`src/rtl/vxr_pkg.sv`:
```
package vxr_pkg;

    // ------------------------------------------------------------
    // Exit reason codes
    // ------------------------------------------------------------
    localparam logic [15:0] VXR_RSN_PCID_INV = 16'h003A;
    localparam logic [15:0] VXR_RSN_VM_FUNC = 16'h003B;
    localparam logic [15:0] VXR_RSN_ENCLAVE = 16'h003C;
    localparam logic [15:0] VXR_RSN_SEED = 16'h003D;
    localparam logic [15:0] VXR_RSN_LOG_FULL = 16'h003E;
    localparam logic [15:0] VXR_RSN_SSAVE = 16'h003F;
    localparam logic [15:0] VXR_RSN_SRESTORE = 16'h0040;
    localparam logic [15:0] VXR_RSN_SUBPAGE = 16'h0042;
    localparam logic [15:0] VXR_RSN_UWAIT = 16'h0043;
    localparam logic [15:0] VXR_RSN_TIMED_PAUSE = 16'h0044;
    localparam logic [15:0] VXR_RSN_WKEY = 16'h0045;

    // ------------------------------------------------------------
    // Limits
    // ------------------------------------------------------------
    localparam logic [31:0] VXR_ENCL_LEAF_CAP = 32'h0000003F;
    localparam logic [5:0] VXR_ENCL_CAP_BIT = 6'h3F;
    localparam logic [15:0] VXR_LOG_LAST = 16'h01FF;

    // ------------------------------------------------------------
    // Register map (word byte addresses)
    // ------------------------------------------------------------
    localparam logic [7:0] VXR_A_CTRL = 8'h00;
    localparam logic [7:0] VXR_A_ENCL_LO = 8'h04;
    localparam logic [7:0] VXR_A_ENCL_HI = 8'h08;
    localparam logic [7:0] VXR_A_XSS_LO = 8'h0C;
    localparam logic [7:0] VXR_A_XSS_HI = 8'h10;
    localparam logic [7:0] VXR_A_MSR_LO = 8'h14;
    localparam logic [7:0] VXR_A_MSR_HI = 8'h18;
    localparam logic [7:0] VXR_A_STATUS = 8'h1C;
    localparam logic [7:0] VXR_A_COUNT = 8'h20;

    // Control bit positions
    localparam int VXR_C_PCID_EN = 0;
    localparam int VXR_C_INVLP_EX = 1;
    localparam int VXR_C_ENCL_EX = 2;
    localparam int VXR_C_SEED_EX = 3;
    localparam int VXR_C_SSR_EN = 4;
    localparam int VXR_C_UWP_EN = 5;
    localparam int VXR_C_TSC_EX = 6;
    localparam int VXR_C_WKEY_EX = 7;
    localparam logic [31:0] VXR_CTRL_RST = 32'h00000000;

    // ------------------------------------------------------------
    // Instruction kinds, one-hot except VXR_OP_NONE (zero)
    // ------------------------------------------------------------
    typedef enum logic [9:0] {
        VXR_OP_NONE = 10'h000,
        VXR_OP_PCID_INV = 10'h001,
        VXR_OP_VM_FUNC = 10'h002,
        VXR_OP_ENCLAVE = 10'h004,
        VXR_OP_SEED = 10'h008,
        VXR_OP_SSAVE = 10'h010,
        VXR_OP_SRESTORE = 10'h020,
        VXR_OP_UWAIT = 10'h040,
        VXR_OP_TIMED_PAUSE = 10'h080,
        VXR_OP_WKEY = 10'h100,
        VXR_OP_OTHER = 10'h200
    } vxr_op_e;

    // Event presented by the core pipeline
    typedef struct packed {
        logic valid;
        vxr_op_e op;
        logic [31:0] acc_lo;
        logic [31:0] dat_lo;
        logic func_enabled;
        logic func_cond;
        logic log_write;
        logic [15:0] log_index;
        logic subpage_check;
        logic subpage_miss;
        logic subpage_misconf;
    } vxr_evt_s;

    // Exit decision
    typedef struct packed {
        logic valid;
        logic do_exit;
        logic [15:0] reason;
    } vxr_exit_s;

endpackage : vxr_pkg

```
`src/rtl/vxr_mask_test.sv`:
```
// Tests a 64-bit triple AND for any set bit
module vxr_mask_test (
    input wire logic [63:0] a_i,
    input wire logic [63:0] b_i,
    input wire logic [63:0] c_i,
    output logic hit_o
);
    // ------------------------------------------------------------
    // Reduction
    // ------------------------------------------------------------
    always_comb begin
        hit_o = |(a_i & b_i & c_i);
    end
endmodule : vxr_mask_test

```
`src/rtl/vxr_wb_slave.sv`:
```
// Classic Wishbone slave: one-cycle ack, word registers
module vxr_wb_slave (
    input wire logic clk_sys_i,
    input wire logic rst_i,
    input wire logic cyc_i,
    input wire logic stb_i,
    input wire logic we_i,
    input wire logic [7:0] adr_i,
    input wire logic [3:0] sel_i,
    input wire logic [31:0] dat_i,
    input wire logic [31:0] rd_data_i,
    output logic [31:0] dat_o,
    output logic ack_o,
    output logic wr_stb_o,
    output logic [31:0] wr_data_o,
    output logic [7:0] wr_adr_o
);
    logic req;
    logic [31:0] mask;

    // ------------------------------------------------------------
    // Request and byte lane masking; unselected lanes are written as zero
    // ------------------------------------------------------------
    always_comb begin
        req = cyc_i && stb_i && !ack_o;
        mask = {{8{sel_i[3]}}, {8{sel_i[2]}}, {8{sel_i[1]}}, {8{sel_i[0]}}};
        wr_stb_o = req && we_i;
        wr_adr_o = adr_i;
        wr_data_o = dat_i & mask;
    end

    // Ack and read data one cycle after request
    always_ff @(posedge clk_sys_i or posedge rst_i) begin
        if (rst_i) begin
            ack_o <= 1'b0;
            dat_o <= 32'h00000000;
        end else begin
            ack_o <= req;
            dat_o <= (req && !we_i) ? rd_data_i : 32'h00000000;
        end
    end
endmodule : vxr_wb_slave

```
`src/rtl/vxr_top.sv`:
```
// Contract
// [RULE1] pcid_invalidate_instr exits 58 when its enable and page-invalidate exiting set.
// [RULE2] vm_function_instr exits 59 if function disabled or raises its condition.
// [RULE3] Enclave exits 60 by leaf bitmap bit; leaves 63 up use bit 63.
// [RULE4] seed_read_instr exits 61 when its exiting control is set.
// [RULE5] page_mod_log write with index beyond 511 exits 62, no write.
// [RULE6] State save exits 63 when regs, mask msr and bitmap AND nonzero.
// [RULE7] State restore exits 64 when regs, mask msr and bitmap AND nonzero.
// [RULE8] subpage_permission miss or misconfiguration on write exits 66.
// [RULE9] user_monitor_wait_instr exits 67 with wait enable and timestamp exiting.
// [RULE10] timed_pause_instr exits 68 with wait enable and timestamp exiting.
// [RULE11] wrapping_key_load_instr exits 69 when its exiting control is set.
// [RULE12] Reason 65 never made; no condition means execute without exit.
module vxr_top (
    input wire logic clk_sys_i,
    input wire logic rst_i,
    input wire logic wb_cyc_i,
    input wire logic wb_stb_i,
    input wire logic wb_we_i,
    input wire logic [7:0] wb_adr_i,
    input wire logic [3:0] wb_sel_i,
    input wire logic [31:0] wb_dat_i,
    output logic [31:0] wb_dat_o,
    output logic wb_ack_o,
    input wire vxr_pkg::vxr_evt_s evt_i,
    output vxr_pkg::vxr_exit_s exit_o,
    output logic log_write_ok_o
);
    import vxr_pkg::*;

    // ------------------------------------------------------------
    // Registers
    // ------------------------------------------------------------
    logic [31:0] ctrl_ff;
    logic [63:0] encl_bmp_ff;
    logic [63:0] xss_bmp_ff;
    logic [63:0] mask_msr_ff;
    logic [15:0] last_reason_ff;
    logic last_exit_ff;
    logic [31:0] exit_count_ff;

    logic wr_stb;
    logic [31:0] wr_data;
    logic [7:0] wr_adr;
    logic [31:0] rd_data;

    logic nxt_exit;
    logic [15:0] nxt_reason;
    logic xss_hit;
    logic encl_hit;
    logic [5:0] encl_bit;
    logic [63:0] reg_pair;

    // ------------------------------------------------------------
    // Bus slave
    // ------------------------------------------------------------
    vxr_wb_slave u_wb (
        .clk_sys_i(clk_sys_i),
        .rst_i(rst_i),
        .cyc_i(wb_cyc_i),
        .stb_i(wb_stb_i),
        .we_i(wb_we_i),
        .adr_i(wb_adr_i),
        .sel_i(wb_sel_i),
        .dat_i(wb_dat_i),
        .rd_data_i(rd_data),
        .dat_o(wb_dat_o),
        .ack_o(wb_ack_o),
        .wr_stb_o(wr_stb),
        .wr_data_o(wr_data),
        .wr_adr_o(wr_adr)
    );

    // Register writes; unmapped addresses are ignored
    always_ff @(posedge clk_sys_i or posedge rst_i) begin
        if (rst_i) begin
            ctrl_ff <= VXR_CTRL_RST;
            encl_bmp_ff <= 64'h0000000000000000;
            xss_bmp_ff <= 64'h0000000000000000;
            mask_msr_ff <= 64'h0000000000000000;
        end else if (wr_stb) begin
            case (wr_adr)
                VXR_A_CTRL: ctrl_ff <= wr_data;
                VXR_A_ENCL_LO: encl_bmp_ff[31:0] <= wr_data;
                VXR_A_ENCL_HI: encl_bmp_ff[63:32] <= wr_data;
                VXR_A_XSS_LO: xss_bmp_ff[31:0] <= wr_data;
                VXR_A_XSS_HI: xss_bmp_ff[63:32] <= wr_data;
                VXR_A_MSR_LO: mask_msr_ff[31:0] <= wr_data;
                VXR_A_MSR_HI: mask_msr_ff[63:32] <= wr_data;
                default: ;
            endcase
        end
    end

    // Read mux; unmapped reads return zero
    always_comb begin
        case (wb_adr_i)
            VXR_A_CTRL: rd_data = ctrl_ff;
            VXR_A_ENCL_LO: rd_data = encl_bmp_ff[31:0];
            VXR_A_ENCL_HI: rd_data = encl_bmp_ff[63:32];
            VXR_A_XSS_LO: rd_data = xss_bmp_ff[31:0];
            VXR_A_XSS_HI: rd_data = xss_bmp_ff[63:32];
            VXR_A_MSR_LO: rd_data = mask_msr_ff[31:0];
            VXR_A_MSR_HI: rd_data = mask_msr_ff[63:32];
            VXR_A_STATUS: rd_data = {15'h0000, last_exit_ff, last_reason_ff};
            VXR_A_COUNT: rd_data = exit_count_ff;
            default: rd_data = 32'h00000000;
        endcase
    end

    // ------------------------------------------------------------
    // Condition evaluation
    // ------------------------------------------------------------
    assign reg_pair = {evt_i.dat_lo, evt_i.acc_lo};

    // [RULE6] State mask AND
    vxr_mask_test u_xss (
        .a_i(reg_pair),
        .b_i(mask_msr_ff),
        .c_i(xss_bmp_ff),
        .hit_o(xss_hit)
    );

    // [RULE3] Leaf bit select
    always_comb begin
        if (evt_i.acc_lo < VXR_ENCL_LEAF_CAP) begin
            encl_bit = evt_i.acc_lo[5:0];
        end else begin
            encl_bit = VXR_ENCL_CAP_BIT;
        end
        encl_hit = encl_bmp_ff[encl_bit];
    end

    // Reason selection per event; log-full and sub-page events take priority
    always_comb begin
        nxt_exit = 1'b0;
        nxt_reason = 16'h0000;
        if (evt_i.log_write && (evt_i.log_index > VXR_LOG_LAST)) begin
            // [RULE5] Log index overflow
            nxt_exit = 1'b1;
            nxt_reason = VXR_RSN_LOG_FULL;
        end else if (evt_i.subpage_check
            && (evt_i.subpage_miss || evt_i.subpage_misconf)) begin
            // [RULE8] Sub-page permission event
            nxt_exit = 1'b1;
            nxt_reason = VXR_RSN_SUBPAGE;
        end else begin
            // [RULE12] Default is no exit, 65 never chosen
            case (evt_i.op)
                VXR_OP_PCID_INV: begin
                    // [RULE1] Both controls set
                    nxt_exit = ctrl_ff[VXR_C_PCID_EN] && ctrl_ff[VXR_C_INVLP_EX];
                    nxt_reason = VXR_RSN_PCID_INV;
                end
                VXR_OP_VM_FUNC: begin
                    // [RULE2] Disabled or function condition
                    nxt_exit = !evt_i.func_enabled || evt_i.func_cond;
                    nxt_reason = VXR_RSN_VM_FUNC;
                end
                VXR_OP_ENCLAVE: begin
                    // [RULE3] Enclave exiting and bitmap hit
                    nxt_exit = ctrl_ff[VXR_C_ENCL_EX] && encl_hit;
                    nxt_reason = VXR_RSN_ENCLAVE;
                end
                VXR_OP_SEED: begin
                    // [RULE4] Seed exiting control
                    nxt_exit = ctrl_ff[VXR_C_SEED_EX];
                    nxt_reason = VXR_RSN_SEED;
                end
                VXR_OP_SSAVE: begin
                    // [RULE6] Enable and mask hit
                    nxt_exit = ctrl_ff[VXR_C_SSR_EN] && xss_hit;
                    nxt_reason = VXR_RSN_SSAVE;
                end
                VXR_OP_SRESTORE: begin
                    // [RULE7] Enable and mask hit
                    nxt_exit = ctrl_ff[VXR_C_SSR_EN] && xss_hit;
                    nxt_reason = VXR_RSN_SRESTORE;
                end
                VXR_OP_UWAIT: begin
                    // [RULE9] Wait enable and timestamp exiting
                    nxt_exit = ctrl_ff[VXR_C_UWP_EN] && ctrl_ff[VXR_C_TSC_EX];
                    nxt_reason = VXR_RSN_UWAIT;
                end
                VXR_OP_TIMED_PAUSE: begin
                    // [RULE10] Wait enable and timestamp exiting
                    nxt_exit = ctrl_ff[VXR_C_UWP_EN] && ctrl_ff[VXR_C_TSC_EX];
                    nxt_reason = VXR_RSN_TIMED_PAUSE;
                end
                VXR_OP_WKEY: begin
                    // [RULE11] Key load exiting control
                    nxt_exit = ctrl_ff[VXR_C_WKEY_EX];
                    nxt_reason = VXR_RSN_WKEY;
                end
                default: begin
                    nxt_exit = 1'b0;
                    nxt_reason = 16'h0000;
                end
            endcase
            if (!nxt_exit) begin
                nxt_reason = 16'h0000;
            end
        end
    end

    // ------------------------------------------------------------
    // Outputs
    // ------------------------------------------------------------
    // Exit decision, one cycle after the event
    always_ff @(posedge clk_sys_i or posedge rst_i) begin
        if (rst_i) begin
            exit_o <= '0;
            log_write_ok_o <= 1'b0;
        end else begin
            exit_o.valid <= evt_i.valid;
            exit_o.do_exit <= evt_i.valid && nxt_exit;
            exit_o.reason <= evt_i.valid ? nxt_reason : 16'h0000;
            // [RULE5] Write only when index in range
            log_write_ok_o <= evt_i.valid && evt_i.log_write
                && (evt_i.log_index <= VXR_LOG_LAST);
        end
    end

    // Status capture of last exit and exit count
    always_ff @(posedge clk_sys_i or posedge rst_i) begin
        if (rst_i) begin
            last_reason_ff <= 16'h0000;
            last_exit_ff <= 1'b0;
            exit_count_ff <= 32'h00000000;
        end else if (evt_i.valid && nxt_exit) begin
            last_reason_ff <= nxt_reason;
            last_exit_ff <= 1'b1;
            exit_count_ff <= exit_count_ff + 32'h00000001;
        end
    end
endmodule : vxr_top

```
`config.mk`:
```
export PLATFORM = sky130hd
export DESIGN_NAME = vxr_top
export DESIGN_NICKNAME = d
export VERILOG_FILES = /design/src/rtl/vxr_pkg.sv /design/src/rtl/vxr_mask_test.sv /design/src/rtl/vxr_wb_slave.sv /design/src/rtl/vxr_top.sv
export SDC_FILE = /design/constraint.sdc
export NUM_CORES = 1
export LEC_CHECK = 0
export BUFFER_PORTS_ARGS = -buffer_cell sky130_fd_sc_hd__buf_4
export CAP_MARGIN = 20
export CORE_MARGIN = 10
export CORE_UTILIZATION = 50
export CTS_CLUSTER_DIAMETER = 100
export CTS_CLUSTER_SIZE = 8
export DETAILED_ROUTE_END_ITERATION = 8
export PLACE_DENSITY = 0.79
export RECOVER_POWER = 25
export SYNTH_ARGS = -nofsm -noshare
export SYNTH_HDL_FRONTEND = slang
export SYNTH_SLANG_ARGS = --single-unit
export TNS_END_PERCENT = 30
```
`constraint.sdc`:
```
create_clock -name clk_sys_i -period 9.7 [get_ports clk_sys_i]
set_input_delay 0 -clock clk_sys_i [delete_from_list [all_inputs] [get_ports clk_sys_i]]
set_output_delay 0 -clock clk_sys_i [all_outputs]
set_load 0.05 [all_outputs]
```
==> results of run 1 <==
==> power breakdown <==
| group | leakage (nW) | internal [W] | switching, W |
|---|---|---|---|
| clock | 0.536 | 0.000775 | 0.000506 |
| sequential | 4.15 | 0.00130 | 0.0000406 |
| combinational | 2.74 | 0.0000882 | 0.000129 |
==> kinds of logic after synthesis <==
logic type	synth area share
buffers and inverters	0.03870
other	0.0002697
XOR/XNOR	0.02457
AO/OA/AOI/OAI	0.2014
flip-flops	0.5454
multiplexers	0.02619
AND/OR/NAND/NOR	0.1626
adder cells (fa/ha/maj)	0.0008998
==> final cells by class <==
cell class                 instances  area [sq um]  share of cell area
clock buffer                      44          1080             0.06297
antenna                            2         5.005           0.0002918
timing repair buffer             261          2092              0.1220
clock inverter                     1         8.758           0.0005107
sequential                       303          7582              0.4421
multi-input combinational       1015          5854              0.3414
tap                              372         465.4             0.02714
inverter                          16         61.31            0.003575
==> worst max path at each step <==
stage | start | to | slack, ns | depth (start not counted)
after floorplan | rst_i | ctrl_ff[0]$_DFFE_PP0P_ | 1.33 | 1
after global placement | xss_bmp_ff[33]$_DFFE_PP0P_ | exit_count_ff[21]$_DFFE_PP0P_ | 5.99 | 11
after CTS | xss_bmp_ff[33]$_DFFE_PP0P_ | exit_o[6]$_DFF_PP0_ | 5.27 | 11
final | rst_i | mask_msr_ff[34]$_DFFE_PP0P_ | 4.65 | 7
after global routing | rst_i | xss_bmp_ff[62]$_DFFE_PP0P_ | 3.78 | 7
after detailed placement | xss_bmp_ff[33]$_DFFE_PP0P_ | exit_count_ff[21]$_DFFE_PP0P_ | 5.97 | 11
==> metal layers <==
layer / global-route usage / vias up / share of wire
met5: 0 / - / 0
met4: 0.1343 / 0 / 0.048
met3: 0.07691 / 174 / 0.11
met2: 0.4279 / 830 / 0.47
met1: 0.3339 / 6254 / 0.37
li1: - / 5604 / -
==> worst min-delay path, delay by kind of cell <==
kind	cells	cell delay (ns)
buffers and inverters	1	0.08
AO/OA/AOI/OAI	1	0.14
AND/OR/NAND/NOR	4	0.33
==> cell usage in the layout, fill, tap and decap left out, drive strengths merged, types with 3 or more instances in the layout <==
| cell | count |
|---|---|
| dfrtp | 303 |
| nand2 | 292 |
| o21ai | 236 |
| buf | 176 |
| a22oi | 72 |
| nand3 | 69 |
| clkbuf | 69 |
| dlygate4sd3 | 60 |
| a31oi | 35 |
| nor2 | 30 |
| a221oi | 28 |
| nor4 | 26 |
| a22o | 24 |
| xor2 | 23 |
| nor3 | 23 |
| nand4 | 20 |
| and3 | 16 |
| xnor2 | 16 |
| inv | 16 |
| mux4 | 11 |
| a41oi | 9 |
| conb | 9 |
| nand2b | 6 |
| mux2i | 6 |
| a222oi | 5 |
| a21oi | 5 |
| mux2 | 5 |
| and2 | 4 |
| and4 | 4 |
| a21o | 3 |
| o21a | 3 |
==> registers in the layout, summed over array words and instances, names as in the netlist <==
| name | flops |
|---|---|
| mask_msr_ff | 64 |
| encl_bmp_ff | 64 |
| u_wb.ack_o | 1 |
| xss_bmp_ff | 64 |
| last_reason_ff | 5 |
| log_write_ok_o | 1 |
| last_exit_ff | 1 |
| u_wb.dat_o | 32 |
| exit_o | 7 |
| exit_count_ff | 32 |
| ctrl_ff | 32 |
==> per-stage QoR <==
stage                     hold WS [ns]  power, W  instance area [sq um]
after floorplan                0.03143  0.001455                  13930
after global placement          0.1920  0.001542                  15450
after detailed placement        0.1931  0.001548                  15450
after CTS                      0.05588  0.002831                  17140
after global routing            0.1268  0.002912                  17150
final                          0.07386  0.002835                  17150
==> repair_timing <==
item                                   in CTS  in global routing
hold buffers                               60                  0
setup endpoints to repair                   0                  0
endpoints found under the hold margin     368                  0
==> qor.txt, run 1 <==
critical path capture point type: asynchronous set/reset pin
Wirelength per Cell: 24.27 microns
HP Class: in -> reg
Post-synth top cells: dfrtp_1, nand2_1, o21ai_0, clkbuf_1, a22oi_1
post-cts sizing count: 0
MaxCap Viol Count: 1
final worst slack: 4.650 ns
CP max stage cell: clkinvlp_2
HPWL after detailed placement: 32090 microns
share of cells above drive strength 1: 0.1585
via count: 12860
PD cells: 165.3 mW/mm^2
post-synth top area cell: dfrtp_1
first-pass GRT wire length: 74720 microns
largest net degree at the start of global routing: 139
Max-slew headroom: -2.971
Yosys warnings: 0
non-filler cells, final: 2014
Clock transition at path regs: 0.05 ns
Fin. Hold Viols: 0
Root Driver: clkbuf_16
Period minus WS final: 5.050 ns
final period utilization: 0.5206
Placed Instances: 1903
Startpoint Class: primary input
CTS tree: done
sequential area share after synthesis: 0.5454
layout net count: 1787
VDD IR max: 0.1092 mV
chip height: 186.8 microns
buffer depth of the longest clock path: 3
Synth Flop Type: dfrtp_1
top-area cell type share of the netlist area: 0.5454
Post-synth EDFFs: 0
antenna violations before repair: 1
overall routing resource usage: 0.2705
Hold Startpoint: evt_i[12]
count leader, synth: dfrtp_1
die area: 0.03488 sq mm
Worst-Margin Slew: 5.956 ns
Initial Util: 0.5116
fmax: 198.0 MHz
Crit Path Class: in -> async
top cells by area, synth: dfrtp_1, o21ai_0, nand2_1
vias in the first global route: 12850
Slew Viols, Final: 139
post-route core utilization: 0.6310
Mapped Area: 0.01390 sq mm
total negative setup slack: 0 ns
Worst EP required: 10.37 ns
CTS buffer count: 43
Seq cells post-synth: 303
RSZ-0062 raised after global routing: false
crit-path leading delay family: buffers and inverters
largest fanout on the critical path: 138
Reg-to-Reg End: exit_o[6]$_DFF_PP0_
worst skew pair latency: 0.53 ns
r2r setup slk: 5.19 ns
Leak: 7.423 nW
IO Pins: 198
initial DRC count: 1697
fill count: 2238
area grow syn2layout: 23.34%
first-pass iteration count of the detailed router: 8
pre-CTS setup slack: 5.966 ns
GP Congestion: 0.9496
CTS H-tree depth: 2
CP max stage delay: 3.25 ns
Avg Cell Area, Syn: 9.709 sq um
Post-Syn Instances: 1432
Hold Path Stages: 6
Final Setup Violations: 0
crit-path cells: dlygate4sd3_1 -> clkbuf_4 -> clkinvlp_2 -> buf_4 -> buf_16 -> buf_4 -> buf_16
Post-CTS Setup Inserts: 0
clk_skew: 0.01087 ns
row count: 60
Hold EP: exit_o[2]$_DFF_PP0_
Vias/cell: 6.386
remaining global-route overflow: 0
Die X: 186.8 microns
Buffers on Ports: 179
ANT nets after route: 0
Routed Wire Length: 48890 microns
Core ar.: 0.02718 sq mm
fraction of registers with async set/reset: 1.000
synth unique cells: 63
number of remaining DRC errors: 0
failing checks: capacitance limit, slew limit
Critical Path AT: 5.72 ns
status: finished with violations
worst path bufs/invs: 7
Critical R2R Launch: xss_bmp_ff[33]$_DFFE_PP0P_
TritonCTS sink count: 303
worst r2r path cells: 11
Note: power is estimated with default switching activity, not from simulation.
==> run 2: changes to the inputs <==
==> constraint.sdc (replaced) <==
create_clock -name clk_sys_i -period 4.9 [get_ports clk_sys_i]
set_input_delay 0 -clock clk_sys_i [delete_from_list [all_inputs] [get_ports clk_sys_i]]
set_output_delay 0 -clock clk_sys_i [all_outputs]
set_load 0.05 [all_outputs]
==> qor.txt, run 2 (synthesis gave the netlist of run 1 again) <==
Critical R2R Launch: xss_bmp_ff[33]$_DFFE_PP0P_
Hold EP: exit_o[0]$_DFF_PP0_
Root Driver: clkbuf_16
final worst slack: 0.5727 ns (-4.078 ns)
chip height: 186.8 microns (unchanged)
die area: 0.03488 sq mm (unchanged)
CP max stage cell: dlygate4sd3_1
post-cts sizing count: 0 (unchanged)
VDD IR max: 0.2239 mV (+100%)
Period minus WS final: 4.327 ns
status: finished with violations
worst skew pair latency: 0.52 ns (about the same)
Largest regs: encl_bmp_ff (64), mask_msr_ff (64), xss_bmp_ff (64)
Clock transition at path regs: 0.05 ns (about the same)
Critical Path AT: 4.72 ns (-1.00 ns)
RSZ-0062 raised after global routing: false
Hold Path Stages: 4 (-2)
layout net count: 1781 (-0.34%)
clk_skew: 0.01687 ns (+0.005999 ns)
worst path bufs/invs: 2 (-5)
Max-slew headroom: -1.569 (+1.402)
initial DRC count: 1740 (+2.5%)
first-pass iteration count of the detailed router: 6 (-2)
Vias/cell: 6.377 (-0.15%)
via count: 12810 (-0.44%)
largest net degree at the start of global routing: 155 (+12%)
CP max stage delay: 0.58 ns (-2.67 ns)
fmax: 231.1 MHz
Crit Path Class: reg -> reg
CP startpoint: xss_bmp_ff[33]$_DFFE_PP0P_
Worst EP required: 5.29 ns (-5.08 ns)
Final Setup Violations: 0 (unchanged)
share of cells above drive strength 1: 0.1726 (+0.01405)
row count: 60 (unchanged)
IO Pins: 198 (unchanged)
most frequent cells in the layout: dfrtp_1, nand2_1, o21ai_0
buffer depth of the longest clock path: 3 (unchanged)
Worst-Margin Slew: 3.853 ns (-2.103 ns)
HP Class: in -> reg
failing checks: capacitance limit, slew limit
Leak: 7.475 nW (+0.70%)
total negative setup slack: 0 ns (unchanged)
total power: 0.005614 W (+98%)
Fin Hold WS: 0.02962 ns (-0.04424 ns)
antenna violations before repair: 2 (+1)
first-pass GRT wire length: 74600 microns (-0.16%)
Reg-to-Reg End: exit_o[6]$_DFF_PP0_
number of remaining DRC errors: 0 (unchanged)
Routed Wire Length: 48590 microns (-0.61%)
Die X: 186.8 microns (unchanged)
MaxCap Viol Count: 2 (+1)
TritonCTS sink count: 303 (unchanged)
Hold Startpoint: evt_i[2]
GP Congestion: 0.9512 (+0.17%)
Fin. Hold Viols: 0 (unchanged)
CTS tree: done
largest fanout on the critical path: 6 (-96%)
Initial Util: 0.5116 (unchanged)
r2r setup slk: 0.57 ns (-4.62 ns)
final period utilization: 0.8831
CTS H-tree depth: 2 (unchanged)
remaining global-route overflow: 0 (unchanged)
PD cells: 327.6 mW/mm^2 (+98%)
CTS buffer count: 43 (unchanged)
crit-path cells: nand3_1 -> nand4_1 -> or4_1 -> nor4_1 -> a31oi_1 -> or3_4 -> a31oi_1 -> or4b_1 -> dlygate4sd3_1 -> a211oi_1 -> dlygate4sd3_1
crit-path leading delay family: simple AND/OR/NAND/NOR gates
worst r2r path cells: 11 (unchanged)
most common cell after layout, fill and taps aside: dfrtp_1
overall routing resource usage: 0.2691 (-0.001406)
Slew Viols, Final: 305 (+120%)
vias in the first global route: 12830 (-0.12%)
pre-CTS setup slack: 1.423 ns (-4.543 ns)
critical path capture point type: flip-flop
Buffers on Ports: 179 (unchanged)
area grow syn2layout: 23.24% (about the same)
Startpoint Class: flip-flop
ANT nets after route: 0 (unchanged)
Core ar.: 0.02718 sq mm (unchanged)
HPWL after detailed placement: 31800 microns (-0.91%)
Wirelength per Cell: 24.20 microns (-0.31%)
-- run 2: changes by cell type in the layout (fill, tap and decap cells not counted) --
cell / previous run / this run
clkbuf_2: 0 / 2
nor4_1: 25 / 24
buf_4: 172 / 193
buf_12: 1 / 2
buf_16: 3 / 0
nor4_2: 1 / 2
clkbuf_1: 25 / 2
dlygate4sd3_1: 60 / 56
-- run 2: per-stage QoR --
| stage | utilization | instances | area [sq um] |
|---|---|---|---|
| final | 0.6305 | 2008 | 17130 |
| after CTS | 0.6302 | 2004 | 17130 |
| after detailed placement | 0.5695 | 1903 | 15480 |
| after global placement | 0.5695 | 1903 | 15480 |
| after global routing | 0.6305 | 2008 | 17130 |
| after floorplan | - | 1440 | 13940 |
-- run 2: area by class of cell --
type                       instances  area [sq um]
inverter                          16         61.31
tap                              372         465.4
timing repair buffer             255          2071
fill                            2181         10040
antenna                            2         5.005
clock buffer                      44          1080
clock inverter                     1         8.758
sequential                       303          7582
multi-input combinational       1015          5861
-- run 2: how the worst max path moves through the flow --
stage / endpoint / cells past startpoint
2_1_floorplan: ctrl_ff[0]$_DFFE_PP0P_ / 1
3_3_place_gp: exit_count_ff[24]$_DFFE_PP0P_ / 11
3_5_place_dp: exit_count_ff[27]$_DFFE_PP0P_ / 11
4_1_cts: exit_o[6]$_DFF_PP0_ / 11
5_1_grt: exit_o[6]$_DFF_PP0_ / 11
6_report: exit_o[6]$_DFF_PP0_ / 11
-- run 2: repair_timing --
| action | CTS | global route |
|---|---|---|
| endpoints found under the hold margin | 539 | 0 |
| hold buffers | 56 | 0 |
| buffers inserted | 0 | 0 |
-- run 2: tightest hold or removal path, stage by stage --
cell and delay [ns]:
buf_4 0.08, o21ai_0 0.17, nand2_1 0.15, nor4_1 0.08
-- run 2: where the power goes --
part | total, W | internal, W | leakage, nW | switching (W)
Sequential | 0.00265 | 0.00256 | 4.15 | 0.0000809
Clock | 0.00254 | 0.00153 | 0.536 | 0.00101
Combinational | 0.000424 | 0.000170 | 2.79 | 0.000254
Total | 0.00561 | 0.00427 | 7.48 | 0.00134
-- run 2: metal layers --
layer	GRT usage	share of wire	up-vias
met3	0.07076	0.11	158
li1	-	-	5597
met5	0	0	-
met4	0.1424	0.049	0
met2	0.4189	0.47	891
met1	0.3382	0.38	6159
==> run 3: changes to the inputs <==
--- a/config.mk
+++ b/config.mk
@@ -12,6 +12,7 @@
 export CTS_CLUSTER_DIAMETER = 100
 export CTS_CLUSTER_SIZE = 8
 export DETAILED_ROUTE_END_ITERATION = 8
+export HOLD_SLACK_MARGIN = 0.05
 export PLACE_DENSITY = 0.79
 export RECOVER_POWER = 25
 export SYNTH_ARGS = -nofsm -noshare
==> qor.txt, run 3 (synthesis gave the netlist of run 1 again) <==
met3 GRT Util: 0.07151 (+0.0007449)
VDD IR max: 0.2250 mV (+0.50%)
first-pass iteration count of the detailed router: 6 (unchanged)
worst path bufs/invs: 2 (unchanged)
ANT nets after route: 0 (unchanged)
post-cts sizing count: 0 (unchanged)
HP Class: in -> reg
final period utilization: 0.8942 (+0.01111)
CTS buffer count: 43 (unchanged)
Worst EP required: 5.29 ns (about the same)
Period minus WS final: 4.382 ns (+0.05443 ns)
share of cells above drive strength 1: 0.1725 (about the same)
die area: 0.03488 sq mm (unchanged)
Post-CTS Setup Inserts: 0 (unchanged)
Leak: 7.482 nW (about the same)
vias in the first global route: 12850 (+0.13%)
hold_buf cts: 57 (+1.8%)
remaining global-route overflow: 0 (unchanged)
TritonCTS sink count: 303 (unchanged)
Die X: 186.8 microns (unchanged)
chip height: 186.8 microns (unchanged)
fill count: 2180 (-0.046%)
met2 usage: 0.4182 (-0.0006922)
CP max stage cell: dlygate4sd3_1
CTS H-tree depth: 2 (unchanged)
Fin. Hold Viols: 0 (unchanged)
HPWL after detailed placement: 31800 microns (unchanged)
Clock transition at path regs: 0.05 ns (about the same)
initial DRC count: 1809 (+4.0%)
row count: 60 (unchanged)
Root Driver: clkbuf_16
Max-slew headroom: -1.560 (+0.008680)
overall routing resource usage: 0.2693 (about the same)
GR Util met1: 0.3379 (-0.0003568)
Wirelength per Cell: 24.22 microns (about the same)
largest fanout on the critical path: 6 (unchanged)
total negative setup slack: 0 ns (unchanged)
most common cell after layout, fill and taps aside: dfrtp_1
PD cells: 327.5 mW/mm^2 (about the same)
Worst-Margin Slew: 3.840 ns (-0.01303 ns)
IO Pins: 198 (unchanged)
CTS tree: done
Fin Hold WS: 0.07727 ns (+0.04765 ns)
Buffers on Ports: 179 (unchanged)
first-pass GRT wire length: 74670 microns (about the same)
layer with the highest usage: met2
Critical Path AT: 4.77 ns (+0.05 ns)
antenna violations before repair: 2 (unchanged)
Final Setup Violations: 0 (unchanged)
MaxCap Viol Count: 2 (unchanged)
critical path capture point type: flip-flop
most frequent cells in the layout: dfrtp_1, nand2_1, o21ai_0
worst skew pair latency: 0.52 ns (about the same)
Logic pwr share: 0.076 (about the same)
number of remaining DRC errors: 0 (unchanged)
via count: 12810 (+0.062%)
failing checks: capacitance limit, slew limit
Crit Path Class: reg -> reg
area grow syn2layout: 23.31% (about the same)
largest net degree at the start of global routing: 155 (unchanged)
Startpoint Class: flip-flop
Sw Pwr: 0.001345 W (about the same)
Clk pwr share: 0.453 (about the same)
Seq pwr share: 0.471 (about the same)
Net Sw Frac: 0.2396 (about the same)
fmax: 228.2 MHz (-1.2%)
Core ar.: 0.02718 sq mm (unchanged)
crit-path leading delay family: simple AND/OR/NAND/NOR gates
status: finished with violations
Power Internal: 0.004269 W (about the same)
GP Congestion: 0.9512 (unchanged)
Slew Viols, Final: 305 (unchanged)
clk_skew: 0.01650 ns (-0.0003658 ns)
Routed Wire Length: 48660 microns (+0.13%)
Vias/cell: 6.378 (about the same)
Largest regs: encl_bmp_ff (64), mask_msr_ff (64), xss_bmp_ff (64)
crit-path cells: nand3_1 -> nand4_1 -> or4_1 -> nor4_1 -> a31oi_1 -> or3_4 -> a31oi_1 -> or4b_1 -> dlygate4sd3_1 -> a211oi_1 -> dlygate4sd3_1
CP max stage delay: 0.58 ns (about the same)
buffer depth of the longest clock path: 3 (unchanged)
RSZ-0062 raised after global routing: false
Initial Util: 0.5116 (unchanged)
layout net count: 1782 (+0.056%)
## run 3: metrics by stage
stage | worst slack (ns) | std cells | cell area, sq um | utilization | total power (W)
4_1_cts | 0.5878 | 2005 | 17140 | 0.6305 | 0.005616
5_1_grt | 0.3581 | 2009 | 17140 | 0.6308 | 0.005779
3_5_place_dp | 1.423 | 1903 | 15480 | 0.5695 | 0.003065
3_3_place_gp | 1.497 | 1903 | 15480 | 0.5695 | 0.003055
6_report | 0.5182 | 2009 | 17140 | 0.6308 | 0.005614
2_1_floorplan | 0.8710 | 1440 | 13940 | - | 0.002880
## run 3: cell type report
type	instances	area, sq um	area share
Tap cell	372	465.4	0.02715
Timing Repair Buffer	256	2081	0.1214
Antenna cell	2	5.005	0.0002919
Clock inverter	1	8.758	0.0005109
Clock buffer	44	1080	0.06298
Multi-Input combinational cell	1015	5861	0.3418
Inverter	16	61.31	0.003576
Sequential cell	303	7582	0.4423
## run 3: worst paths after layout
| check | start | to | slack [ns] | cells after the start |
|---|---|---|---|---|
| max | xss_bmp_ff[33]$_DFFE_PP0P_ | exit_o[6]$_DFF_PP0_ | 0.52 | 11 |
| min | evt_i[93] | last_reason_ff[1]$_DFFE_PP0P_ | 0.08 | 3 |
| max reg2reg | xss_bmp_ff[33]$_DFFE_PP0P_ | exit_o[6]$_DFF_PP0_ | 0.52 | 11 |
| min reg2reg | ctrl_ff[28]$_DFFE_PP0P_ | ctrl_ff[28]$_DFFE_PP0P_ | 0.49 | 2 |
| max in group asynchronous | rst_i | encl_bmp_ff[8]$_DFFE_PP0P_ | 1.10 | 4 |
| min in group asynchronous | rst_i | exit_o[5]$_DFF_PP0_ | 1.41 | 4 |
## run 3: power by group through the flow
stage | registers, W | clock network (W) | logic, W
final | 0.00265 | 0.00254 | 0.000424
after global routing | 0.00265 | 0.00267 | 0.000461
after CTS | 0.00264 | 0.00255 | 0.000425
after detailed placement | 0.00268 | 0 | 0.000387
after global placement | 0.00268 | 0 | 0.000380
after floorplan | 0.00266 | 0 | 0.000221
## run 3: per-layer routing
| metal | share of wire | vias to the layer above |
|---|---|---|
| met5 | 0 | - |
| met1 | 0.37 | 6147 |
| met4 | 0.053 | 0 |
| met2 | 0.46 | 889 |
| met3 | 0.12 | 172 |
| li1 | - | 5605 |
## run 3: tightest hold or removal path: cells and delay by family
family / cells / cell delay [ns]
compound gates: 2 / 0.42
buf+inv: 1 / 0.13
